**src/verilog/rciu_pkg.sv**
```systemverilog
// package: register map, field positions, reset values and vectors for the
// reset-cause and interrupt unit.
// assumes a 32-bit apb slave on pclk, one aligned word per register.
package rciu_pkg;

  // ----------------------------------------------------------------
  // register byte offsets
  // ----------------------------------------------------------------
  localparam logic [7:0] RCIU_STATUS_OFF = 8'h00;
  localparam logic [7:0] RCIU_FLAG_OFF = 8'h04;
  localparam logic [7:0] RCIU_MASK_OFF = 8'h08;
  localparam logic [7:0] RCIU_CTRL_OFF = 8'h0c;
  localparam logic [7:0] RCIU_PORT_OFF = 8'h10;
  localparam logic [7:0] RCIU_DIR_OFF = 8'h14;
  localparam logic [7:0] RCIU_INSTR_OFF = 8'h18;

  // ----------------------------------------------------------------
  // field positions
  // ----------------------------------------------------------------
  // cause register: bit 0 power-down, bit 1 timeout, bit 2 pin-change wake
  localparam int RCIU_PD_BIT = 0;
  localparam int RCIU_TO_BIT = 1;
  localparam int RCIU_WK_BIT = 2;
  localparam int RCIU_GIE_BIT = 3;
  localparam int RCIU_SLEEP_BIT = 4;
  // flag and mask registers: timer, input change, external
  localparam int RCIU_TMR_BIT = 0;
  localparam int RCIU_ICH_BIT = 1;
  localparam int RCIU_EXT_BIT = 2;
  // control register: bit 0 selects shared pin as external irq input
  localparam int RCIU_EXTSEL_BIT = 0;
  // software instruction register bits (write one to execute)
  localparam int RCIU_I_WDC = 0;
  localparam int RCIU_I_SLP = 1;
  localparam int RCIU_I_ENI = 2;
  localparam int RCIU_I_DIS = 3;
  localparam int RCIU_I_RET = 4;
  localparam int RCIU_I_SWI = 5;

  // ----------------------------------------------------------------
  // widths, reset values, vectors
  // ----------------------------------------------------------------
  localparam int RCIU_PORT_W = 8;
  localparam int RCIU_PC_W = 10;
  localparam logic [2:0] RCIU_CAUSE_POR = 3'h3;
  localparam logic [2:0] RCIU_MASK_RST = 3'h0;
  localparam logic [7:0] RCIU_DIR_RST = 8'hff;
  localparam logic [9:0] RCIU_HW_VECTOR = 10'h008;
  localparam logic [9:0] RCIU_SW_VECTOR = 10'h001;

  typedef enum logic [1:0] {
    RCIU_RUN,
    RCIU_SLEEP
  } rciu_mode_type;

endpackage : rciu_pkg

```
**src/verilog/rciu_edge.sv**
```systemverilog
// falling-edge detector on an already synchronised level.
// assumes input is in the pclk domain and resets low like the synchroniser,
// so a pin idling high shows no false fall after reset.
`timescale 1ns/100ps
module rciu_edge (
  input wire logic pclk,
  input wire logic presetn,
  input wire logic level,
  output logic fall
);

  logic last_q;

  always_ff @(posedge pclk or negedge presetn) begin
    if (!presetn) begin
      // matches the synchroniser's reset output: a high reset here would
      // turn its first cycles of zero into a spurious edge
      last_q <= 1'b0;
    end else begin
      last_q <= level;
    end
  end

  assign fall = last_q & ~level;

endmodule : rciu_edge

```
**src/verilog/rciu_sync.sv**
```systemverilog
// two-flop synchroniser for a bus of asynchronous pin levels.
// assumes the levels are slow compared with pclk.
`timescale 1ns/100ps
module rciu_sync #(
  parameter int W = 1
) (
  input wire logic pclk,
  input wire logic presetn,
  input wire logic [W-1:0] async_in,
  output logic [W-1:0] sync_out
);

  logic [W-1:0] meta_q;

  always_ff @(posedge pclk or negedge presetn) begin
    if (!presetn) begin
      meta_q <= '0;
      sync_out <= '0;
    end else begin
      meta_q <= async_in;
      sync_out <= meta_q;
    end
  end

endmodule : rciu_sync

```
**src/verilog/rciu_top.sv**
```systemverilog
// top of the reset-cause and interrupt unit: cause bits, flags, mask,
// global enable, sleep state, vector request and the apb slave.
// assumes presetn from an outside power-on detector; pins are async.
`timescale 1ns/100ps

// Function
// - reset core on power-on, reset pin pulse, or watchdog expiry (core_reset stays low at power-on; only pin and watchdog drive it)
// - power-on sets wake 0, timeout 1, power-down 1
// - reset pin while running clears wake, keeps timeout and power-down
// - reset pin from sleep gives wake 0, timeout 1, power-down 0
// - watchdog while running clears wake and timeout, keeps power-down
// - watchdog from sleep clears wake, timeout and power-down
// - pin-change wake gives wake 1, timeout 1, power-down 0
// - watchdog-clear sets timeout and power-down; sleep sets timeout, clears power-down
// - three sources: timer and external pin on falling edges, input change on any change
// - port pins raise change events unless output or external irq pin
// - input change wakes from sleep only if enabled before sleeping
// - after pin-change wake, continue in line or vector if enabled
// - flags recorded in a flag register, separate mask register
// - enable instruction sets global enable, disable clears it
// - enabled interrupt fetches next instruction from 008h
// - flags other than input change set regardless of mask or enable
// - request to the core is flags ANDed with mask bits
// - return instruction ends the routine and sets global enable
// - enabled software interrupt fetches next instruction from 001h
module rciu_top (
  input wire logic pclk,
  input wire logic presetn,
  input wire logic psel,
  input wire logic penable,
  input wire logic pwrite,
  input wire logic [7:0] paddr,
  input wire logic [31:0] pwdata,
  output logic [31:0] prdata,
  output logic pready,
  output logic pslverr,
  input wire logic reset_pin_n,
  input wire logic watchdog_expired,
  input wire logic timer_counter_ovf_n,
  input wire logic [7:0] port_pins,
  input wire logic watchdog_clear_instr,
  input wire logic sleep_instr,
  input wire logic global_irq_enable_instr,
  input wire logic global_irq_disable_instr,
  input wire logic return_from_irq_instr,
  input wire logic sw_irq_instr,
  input wire logic vector_ack,
  output logic core_reset,
  output logic core_sleeping,
  output logic [2:0] irq_request,
  output logic vector_req,
  output logic [9:0] vector_addr
);

  // ----------------------------------------------------------------
  // pin synchronisers and edges
  // ----------------------------------------------------------------
  logic [7:0] port_s;
  logic rst_pin_s;
  logic tmr_s;
  logic wdt_s;
  logic tmr_fall;
  logic ext_fall;
  logic rst_fall;

  rciu_sync #(.W(11)) u_sync (
    .pclk(pclk),
    .presetn(presetn),
    .async_in({port_pins, reset_pin_n, timer_counter_ovf_n,
               watchdog_expired}),
    .sync_out({port_s, rst_pin_s, tmr_s, wdt_s})
  );

  rciu_edge u_tmr_edge (
    .pclk(pclk),
    .presetn(presetn),
    .level(tmr_s),
    .fall(tmr_fall)
  );

  rciu_edge u_ext_edge (
    .pclk(pclk),
    .presetn(presetn),
    .level(port_s[0]),
    .fall(ext_fall)
  );

  rciu_edge u_rst_edge (
    .pclk(pclk),
    .presetn(presetn),
    .level(rst_pin_s),
    .fall(rst_fall)
  );

  // ----------------------------------------------------------------
  // apb decode
  // ----------------------------------------------------------------
  logic wr_en;
  logic rd_en;
  logic addr_ok;
  logic [2:0] flag_q;
  logic [2:0] mask_q;
  logic ext_sel_q;
  logic [7:0] dir_q;
  logic [7:0] ref_q;
  logic [2:0] cause_q;
  logic gie_q;
  logic ich_armed_q;
  logic [5:0] sw_instr;
  rciu_pkg::rciu_mode_type mode_q;

  always_comb begin
    case (paddr)
      rciu_pkg::RCIU_STATUS_OFF, rciu_pkg::RCIU_FLAG_OFF,
      rciu_pkg::RCIU_MASK_OFF, rciu_pkg::RCIU_CTRL_OFF,
      rciu_pkg::RCIU_PORT_OFF, rciu_pkg::RCIU_DIR_OFF,
      rciu_pkg::RCIU_INSTR_OFF: addr_ok = 1'b1;
      default: addr_ok = 1'b0;
    endcase
  end

  assign pready = 1'b1;
  assign pslverr = psel & penable & ~addr_ok;
  assign wr_en = psel & penable & pwrite & addr_ok;
  assign rd_en = psel & penable & ~pwrite & addr_ok;

  // instructions arrive from the sequencer or from the instruction register
  assign sw_instr = (wr_en && paddr == rciu_pkg::RCIU_INSTR_OFF) ?
                    pwdata[5:0] : 6'h00;

  logic i_wdc;
  logic i_slp;
  logic i_eni;
  logic i_dis;
  logic i_ret;
  logic i_swi;
  assign i_wdc = watchdog_clear_instr | sw_instr[rciu_pkg::RCIU_I_WDC];
  assign i_slp = sleep_instr | sw_instr[rciu_pkg::RCIU_I_SLP];
  assign i_eni = global_irq_enable_instr | sw_instr[rciu_pkg::RCIU_I_ENI];
  assign i_dis = global_irq_disable_instr | sw_instr[rciu_pkg::RCIU_I_DIS];
  assign i_ret = return_from_irq_instr | sw_instr[rciu_pkg::RCIU_I_RET];
  assign i_swi = sw_irq_instr | sw_instr[rciu_pkg::RCIU_I_SWI];

  // ----------------------------------------------------------------
  // input-change detection
  // ----------------------------------------------------------------
  logic [7:0] watch;
  logic ich_event;
  logic port_read;

  // outputs and the external irq pin never count as changes
  always_comb begin
    watch = dir_q;
    watch[0] = dir_q[0] & ~ext_sel_q;
  end
  assign ich_event = |((port_s ^ ref_q) & watch);
  // the reference only follows a port read, so software must read first
  assign port_read = rd_en && paddr == rciu_pkg::RCIU_PORT_OFF;

  always_ff @(posedge pclk or negedge presetn) begin
    if (!presetn) begin
      ref_q <= 8'h00;
    end else if (port_read) begin
      ref_q <= port_s;
    end
  end

  // ----------------------------------------------------------------
  // reset and wake events
  // ----------------------------------------------------------------
  logic asleep;
  logic wake_pin;
  logic wdt_ev;
  assign asleep = mode_q == rciu_pkg::RCIU_SLEEP;
  assign wdt_ev = wdt_s;
  // only an interrupt armed before sleep may wake on a change
  assign wake_pin = asleep & ich_event & ich_armed_q;

  assign core_reset = rst_fall | wdt_ev;
  assign core_sleeping = asleep;

  always_ff @(posedge pclk or negedge presetn) begin
    if (!presetn) begin
      mode_q <= rciu_pkg::RCIU_RUN;
    end else begin
      case (mode_q)
        rciu_pkg::RCIU_RUN: begin
          if (i_slp) begin
            mode_q <= rciu_pkg::RCIU_SLEEP;
          end
        end
        rciu_pkg::RCIU_SLEEP: begin
          if (rst_fall || wdt_ev || wake_pin) begin
            mode_q <= rciu_pkg::RCIU_RUN;
          end
        end
        default: mode_q <= rciu_pkg::RCIU_RUN;
      endcase
    end
  end

  always_ff @(posedge pclk or negedge presetn) begin
    if (!presetn) begin
      ich_armed_q <= 1'b0;
    end else if (i_slp && !asleep) begin
      ich_armed_q <= mask_q[rciu_pkg::RCIU_ICH_BIT];
    end
  end

  // ----------------------------------------------------------------
  // cause bits {wake, timeout, power-down}
  // ----------------------------------------------------------------
  always_ff @(posedge pclk or negedge presetn) begin
    if (!presetn) begin
      cause_q <= rciu_pkg::RCIU_CAUSE_POR;
    end else if (wdt_ev && asleep) begin
      cause_q <= 3'h0;
    end else if (wdt_ev) begin
      cause_q <= {1'b0, 1'b0, cause_q[rciu_pkg::RCIU_PD_BIT]};
    end else if (rst_fall && asleep) begin
      cause_q <= 3'h2;
    end else if (rst_fall) begin
      cause_q <= {1'b0, cause_q[1:0]};
    end else if (wake_pin) begin
      cause_q <= 3'h6;
    end else if (i_wdc) begin
      cause_q <= {cause_q[rciu_pkg::RCIU_WK_BIT], 2'h3};
    end else if (i_slp && !asleep) begin
      cause_q <= {cause_q[rciu_pkg::RCIU_WK_BIT], 2'h2};
    end
  end

  // ----------------------------------------------------------------
  // flags, mask, control
  // ----------------------------------------------------------------
  logic [2:0] flag_set;
  logic [2:0] flag_clr;
  assign flag_set[rciu_pkg::RCIU_TMR_BIT] = tmr_fall;
  assign flag_set[rciu_pkg::RCIU_EXT_BIT] = ext_fall & ext_sel_q;
  // the change flag is gated by its own enable, unlike the others
  assign flag_set[rciu_pkg::RCIU_ICH_BIT] =
    ich_event & mask_q[rciu_pkg::RCIU_ICH_BIT];
  assign flag_clr = (wr_en && paddr == rciu_pkg::RCIU_FLAG_OFF) ?
                    ~pwdata[2:0] : 3'h0;

  always_ff @(posedge pclk or negedge presetn) begin
    if (!presetn) begin
      flag_q <= 3'h0;
    end else begin
      // set wins over a same-cycle clear; write zero to clear a flag
      flag_q <= (flag_q & ~flag_clr) | flag_set;
    end
  end

  always_ff @(posedge pclk or negedge presetn) begin
    if (!presetn) begin
      mask_q <= rciu_pkg::RCIU_MASK_RST;
    end else if (wr_en && paddr == rciu_pkg::RCIU_MASK_OFF) begin
      mask_q <= pwdata[2:0];
    end
  end

  always_ff @(posedge pclk or negedge presetn) begin
    if (!presetn) begin
      ext_sel_q <= 1'b0;
      dir_q <= rciu_pkg::RCIU_DIR_RST;
    end else if (wr_en && paddr == rciu_pkg::RCIU_CTRL_OFF) begin
      ext_sel_q <= pwdata[rciu_pkg::RCIU_EXTSEL_BIT];
    end else if (wr_en && paddr == rciu_pkg::RCIU_DIR_OFF) begin
      dir_q <= pwdata[7:0];
    end
  end

  assign irq_request = flag_q & mask_q;

  // ----------------------------------------------------------------
  // global enable and vectoring
  // ----------------------------------------------------------------
  logic take_hw;
  logic take_sw;
  logic vec_pend_q;
  logic [9:0] vec_q;

  // no vectoring while asleep: a wake with enable off resumes in line
  assign take_hw = gie_q & (|irq_request) & ~asleep & ~vec_pend_q;
  assign take_sw = gie_q & i_swi & ~asleep & ~vec_pend_q;

  always_ff @(posedge pclk or negedge presetn) begin
    if (!presetn) begin
      gie_q <= 1'b0;
    end else if (take_hw || take_sw) begin
      gie_q <= 1'b0;
    end else if (i_dis) begin
      gie_q <= 1'b0;
    end else if (i_eni || i_ret) begin
      gie_q <= 1'b1;
    end
  end

  always_ff @(posedge pclk or negedge presetn) begin
    if (!presetn) begin
      vec_pend_q <= 1'b0;
      vec_q <= 10'h000;
    end else if (take_sw) begin
      vec_pend_q <= 1'b1;
      vec_q <= rciu_pkg::RCIU_SW_VECTOR;
    end else if (take_hw) begin
      vec_pend_q <= 1'b1;
      vec_q <= rciu_pkg::RCIU_HW_VECTOR;
    end else if (vector_ack) begin
      vec_pend_q <= 1'b0;
    end
  end

  assign vector_req = vec_pend_q;
  assign vector_addr = vec_q;

  // ----------------------------------------------------------------
  // read data
  // ----------------------------------------------------------------
  always_ff @(posedge pclk or negedge presetn) begin
    if (!presetn) begin
      prdata <= 32'h0000_0000;
    end else if (psel && !penable && !pwrite) begin
      case (paddr)
        rciu_pkg::RCIU_STATUS_OFF:
          prdata <= {27'h0, asleep, gie_q, cause_q};
        rciu_pkg::RCIU_FLAG_OFF: prdata <= {29'h0, flag_q};
        rciu_pkg::RCIU_MASK_OFF: prdata <= {29'h0, mask_q};
        rciu_pkg::RCIU_CTRL_OFF: prdata <= {31'h0, ext_sel_q};
        rciu_pkg::RCIU_PORT_OFF: prdata <= {24'h0, port_s};
        rciu_pkg::RCIU_DIR_OFF: prdata <= {24'h0, dir_q};
        default: prdata <= 32'h0000_0000;
      endcase
    end
  end

endmodule : rciu_top
```
**config.mk**
```make
export PLATFORM = sky130hd
export DESIGN_NAME = rciu_top
export DESIGN_NICKNAME = d
export VERILOG_FILES = /design/src/verilog/rciu_pkg.sv /design/src/verilog/rciu_edge.sv /design/src/verilog/rciu_sync.sv /design/src/verilog/rciu_top.sv
export SDC_FILE = /design/constraint.sdc
export NUM_CORES = 1
export LEC_CHECK = 0
export ABC_AREA = 1
export BUFFER_PORTS_ARGS = -buffer_cell sky130_fd_sc_hd__buf_4
export CORE_MARGIN = 2
export CORE_UTILIZATION = 30
export DETAILED_ROUTE_END_ITERATION = 10
export MAX_ROUTING_LAYER = met4
export SYNTH_ARGS = -nofsm -noshare
export SYNTH_HDL_FRONTEND = slang
export SYNTH_SLANG_ARGS = --single-unit
```
**constraint.sdc**
```tcl
create_clock -name pclk -period 1.55 [get_ports pclk]
set_input_delay 0.2325 -clock pclk [delete_from_list [all_inputs] [get_ports pclk]]
set_output_delay 0.2325 -clock pclk [all_outputs]
set_load 0.01 [all_outputs]
```
==> report_table.html <==
<table>
<tr><th>Metric</th><th>Value</th></tr>
<tr><th colspan="2">STA</th></tr>
<tr><td>RSZ-0062 raised after global routing</td><td>yes</td></tr>
<tr><td>Final cycle utilization of the critical path</td><td>approximately 96%</td></tr>
<tr><td>Final number of setup-violating endpoints</td><td>0</td></tr>
<tr><td>Relative slew slack</td><td>65.6%</td></tr>
<tr><td>Worst Skew</td><td>13.3 ps</td></tr>
<tr><td>Final slew viol count</td><td>0</td></tr>
<tr><td>Worst hold-check slack</td><td>95.3 ps</td></tr>
<tr><td>Slew @ Worst Pin</td><td>a little over 500 ps</td></tr>
<tr><td>Minimum period implied by the final worst setup slack</td><td>1490 ps</td></tr>
<tr><td>Final number of hold-violating endpoints</td><td>0</td></tr>
<tr><td>Top achievable clock speed</td><td>673 MHz</td></tr>
<tr><th colspan="2">Die</th></tr>
<tr><td>Floorplan die area</td><td>11300 um^2</td></tr>
<tr><td>Height of the die</td><td>around 110 um</td></tr>
<tr><td>Top-level port count</td><td>around 110</td></tr>
<tr><td>Floorplan row count</td><td>37</td></tr>
<tr><td>Area of the core</td><td>10200 um^2</td></tr>
<tr><td>Die width</td><td>106 um</td></tr>
<tr><td>Effective utilization at floorplan</td><td>30.8%</td></tr>
<tr><th colspan="2">Setup path</th></tr>
<tr><td>Crit Path Max Fanout</td><td>2</td></tr>
<tr><td>Type of the setup path with the least slack</td><td>flip-flop to flip-flop</td></tr>
<tr><td>Startpoint type of the worst setup path</td><td>flip-flop</td></tr>
<tr><td>Critical path data required time</td><td>1840 ps</td></tr>
<tr><td>R2r endpoint</td><td>cause_q[0]</td></tr>
<tr><td>Startpoint of the lowest-slack register-to-register path</td><td>ref_q[2]</td></tr>
<tr><td>Data arrival at the endpoint of the critical path</td><td>1770 ps</td></tr>
<tr><td>Worst reg2reg path depth</td><td>12</td></tr>
<tr><td>R2R Setup Slk</td><td>60 ps</td></tr>
<tr><td>Kind of end point of the critical path</td><td>flip-flop</td></tr>
<tr><th colspan="2">Min path</th></tr>
<tr><td>Number of stages on the worst hold path</td><td>2</td></tr>
<tr><td>Min-delay src</td><td>vector_ack</td></tr>
<tr><td>Worst Hold Class</td><td>input pin to flip-flop</td></tr>
<tr><td>Hold EP</td><td>vector_req</td></tr>
<tr><th colspan="2">Finish</th></tr>
<tr><td>Area growth from synthesis to layout</td><td>39.3%</td></tr>
<tr><td>Fraction of layout cells with a size suffix above 1</td><td>37.5%</td></tr>
<tr><td>Fin area</td><td>4380 um^2</td></tr>
<tr><td>Fill cell count</td><td>1018</td></tr>
<tr><td>Area used by multi-input combinational logic</td><td>1260 um^2</td></tr>
<tr><td>N_diodes</td><td>0</td></tr>
<tr><td>Most frequent standard cell in the layout excluding fill and tap cells</td><td>buf_4</td></tr>
<tr><td>Total area of sequential cells</td><td>between 1500 and 2000 um^2</td></tr>
<tr><td>Top library cells by usage in the layout, fill and taps aside</td><td>buf_4, nand2_1, dfrtp_1, inv_1, conb_1</td></tr>
<tr><td>Total Nets Final</td><td>533</td></tr>
<tr><td>Core occupancy in the finished layout</td><td>between 40% and 50%</td></tr>
<tr><th colspan="2">Global route</th></tr>
<tr><td>Remaining global-route overflow</td><td>0</td></tr>
<tr><td>Antenna violations before repair</td><td>0</td></tr>
<tr><td>Global-route wire length before repair</td><td>11700 um</td></tr>
<tr><td>Largest net degree at the start of global routing</td><td>37</td></tr>
<tr><td>Via count of the first global-routing pass</td><td>2426</td></tr>
<tr><td>Global-route usage over all layers</td><td>a little over an eighth</td></tr>
<tr><th colspan="2">Clocking</th></tr>
<tr><td>H-tree lvl count</td><td>3</td></tr>
<tr><td>Insertion delay of the later-clocked pin in the worst-skew pair</td><td>340 ps</td></tr>
<tr><td>CTS tree</td><td>done</td></tr>
<tr><td>Sinks on Clock Net</td><td>65</td></tr>
<tr><td>Clock-pin transition on the worst setup and hold timing paths</td><td>~80 ps</td></tr>
<tr><td>Maximum buffer depth of the clock tree</td><td>2</td></tr>
<tr><td>Num CTS Buffers</td><td>9</td></tr>
<tr><td>CTS root buf</td><td>clkbuf_8</td></tr>
<tr><th colspan="2">Drt</th></tr>
<tr><td>Total number of vias</td><td>2551</td></tr>
<tr><td>Routed len/inst</td><td>roughly 12 um</td></tr>
<tr><td>1st-iter DRT viols</td><td>149</td></tr>
<tr><td>Per-cell via count in the routed design</td><td>4.18</td></tr>
<tr><td>Antenna violation net count after detailed routing</td><td>0</td></tr>
<tr><td>DRC viols</td><td>0</td></tr>
<tr><td>Number of search-and-repair iterations in the first detailed-routing pass</td><td>4</td></tr>
<tr><td>Total Routed Length</td><td>7320 um</td></tr>
<tr><th colspan="2">Run</th></tr>
<tr><td>Max-cap viol count</td><td>0</td></tr>
<tr><th colspan="2">Pwr</th></tr>
<tr><td>Pwr dens</td><td>approximately 950 nW/um^2</td></tr>
<tr><td>Leakage dissipation</td><td>0.00229 uW</td></tr>
<tr><td>IR drop worst, VDD</td><td>roughly 370 uV</td></tr>
<tr><td>Power, Total</td><td>4180 uW</td></tr>
<tr><th colspan="2">Logic synthesis</th></tr>
<tr><td>Count of cell types in the netlist</td><td>34</td></tr>
<tr><td>Count of flip-flops with a built-in enable after synthesis</td><td>0</td></tr>
<tr><td>Number of synthesized register bits</td><td>65</td></tr>
<tr><td>Synthesized instance count</td><td>~350</td></tr>
<tr><td>Most used DFF post-synth</td><td>dfrtp_1</td></tr>
<tr><td>Mean instance size in the synthesized netlist</td><td>8.89 um^2</td></tr>
<tr><td>Proportion of register bits with asynchronous set or reset after synthesis</td><td>100%</td></tr>
<tr><td>Synthesized area</td><td>between 3000 and 4000 um^2</td></tr>
<tr><td>Synth warn</td><td>0</td></tr>
<tr><td>Portion of the post-synthesis area used by sequential elements</td><td>52.1%</td></tr>
<tr><th colspan="2">Placement</th></tr>
<tr><td>HPWL after DPL</td><td>5460 um</td></tr>
<tr><td>Standard cell area after detailed placement</td><td>3880 um^2</td></tr>
<tr><td># port buffers</td><td>55</td></tr>
<tr><td>Routability-driven placement congestion ratio</td><td>0.876</td></tr>
<tr><th colspan="2">Status</th></tr>
<tr><td>Result of the run</td><td>finished clean</td></tr>
</table>
## worst max-delay path, cell delays in order, from the launching register on
cell	delay (ps)
dfrtp_1	400
or2_4	250
nand2_2	60
nand2_2	50
nor2_2	120
nand2_2	80
nand3_2	80
nand3_2	70
nor2_1	110
nand2_1	70
nand2_1	60
nand2_1	40
nand2_1	50
## area by class of cell
class | instances | area share, %
clock inverter | 7 | 2.71
sequential | 65 | 37.4
inverter | 50 | 4.28
timing repair buffer | 109 | 20.2
clock buffer | 9 | 2.83
multi-input combinational | 235 | 28.7
tap | 136 | 3.88
## through the flow
stage,setup TNS (ps),cells,worst slack [ps]
floorplan,0,385,78.9
global placement,-513,575,-70.0
detailed placement,-709,575,-96.5
CTS,0,605,8.20
global route,-100,611,-70.9
finish,0,611,64.7
## layer usage
metal	global-route usage (%)	part of all wire, %	vias to the layer above
li1	-	-	1278
met1	18.5	48	1180
met2	20.2	46	80
met3	2.45	4.7	13
met4	6.12	1.8	0
met5	-	0	-
## flip-flops by register name (all words and copies together) (netlist names), 2 cells and up
register	cells
prdata	8
cause_q	3
mask_q	3
vector_addr	2
u_sync.sync_out	11
ref_q	8
flag_q	3
u_sync.meta_q	11
dir_q	8
## timing repair
action                                  4_1_cts  5_1_grt
endpoints found under the hold margin        43        0
endpoints found under the setup margin        3        5
buffers inserted                              2        6
hold buffers                                 12        0
resized for setup                             5       24
pin swaps                                     5       20
## Yosys cell counts, drive strengths merged, types with 2 or more instances
| cell type | number | area share, % |
|---|---|---|
| conb | 2 | 0.24 |
| inv | 50 | 6.0 |
| nand2 | 98 | 14 |
| and2 | 2 | 0.56 |
| dfstp | 10 | 8.3 |
| nand4 | 3 | 0.60 |
| o22ai | 7 | 1.4 |
| nor3 | 2 | 0.32 |
| a21oi | 9 | 1.4 |
| o211ai | 2 | 0.48 |
| dfrtp | 55 | 44 |
| or2 | 3 | 0.60 |
| o21ai | 35 | 5.9 |
| nor2 | 27 | 5.4 |
| nand3 | 7 | 1.1 |
| buf | 34 | 8.2 |
## cell families (layout without fill, tap and decap cells)
family                 Yosys count  after routing  synth area share [%]
AND/OR/NAND/NOR                143            143                  22.5
buffers and inverters           85            175                  14.3
flip-flops                      65             65                  52.1
AO/OA/AOI/OAI                   58             58                  10.5
other                            2             33                 0.239
multiplexers                     1              1                 0.358
## power by group
group	internal [uW]	switching [uW]
clock network	1070	679
logic	274	291
registers	1800	68.4
total	3140	1040
## worst max path at each step
| stage | from | to | cells after the start |
|---|---|---|---|
| finish | ref_q[2] | cause_q[0] | 12 |
| global route | u_sync.sync_out[4] | cause_q[0] | 13 |
| CTS | u_sync.sync_out[9] | cause_q[0] | 12 |
| detailed placement | paddr[0] | ext_sel_q | 13 |
| global placement | paddr[0] | vector_addr[3] | 12 |
| floorplan | paddr[0] | mask_q[2] | 10 |
No activity file was read; power rests on OpenSTA's default activity.
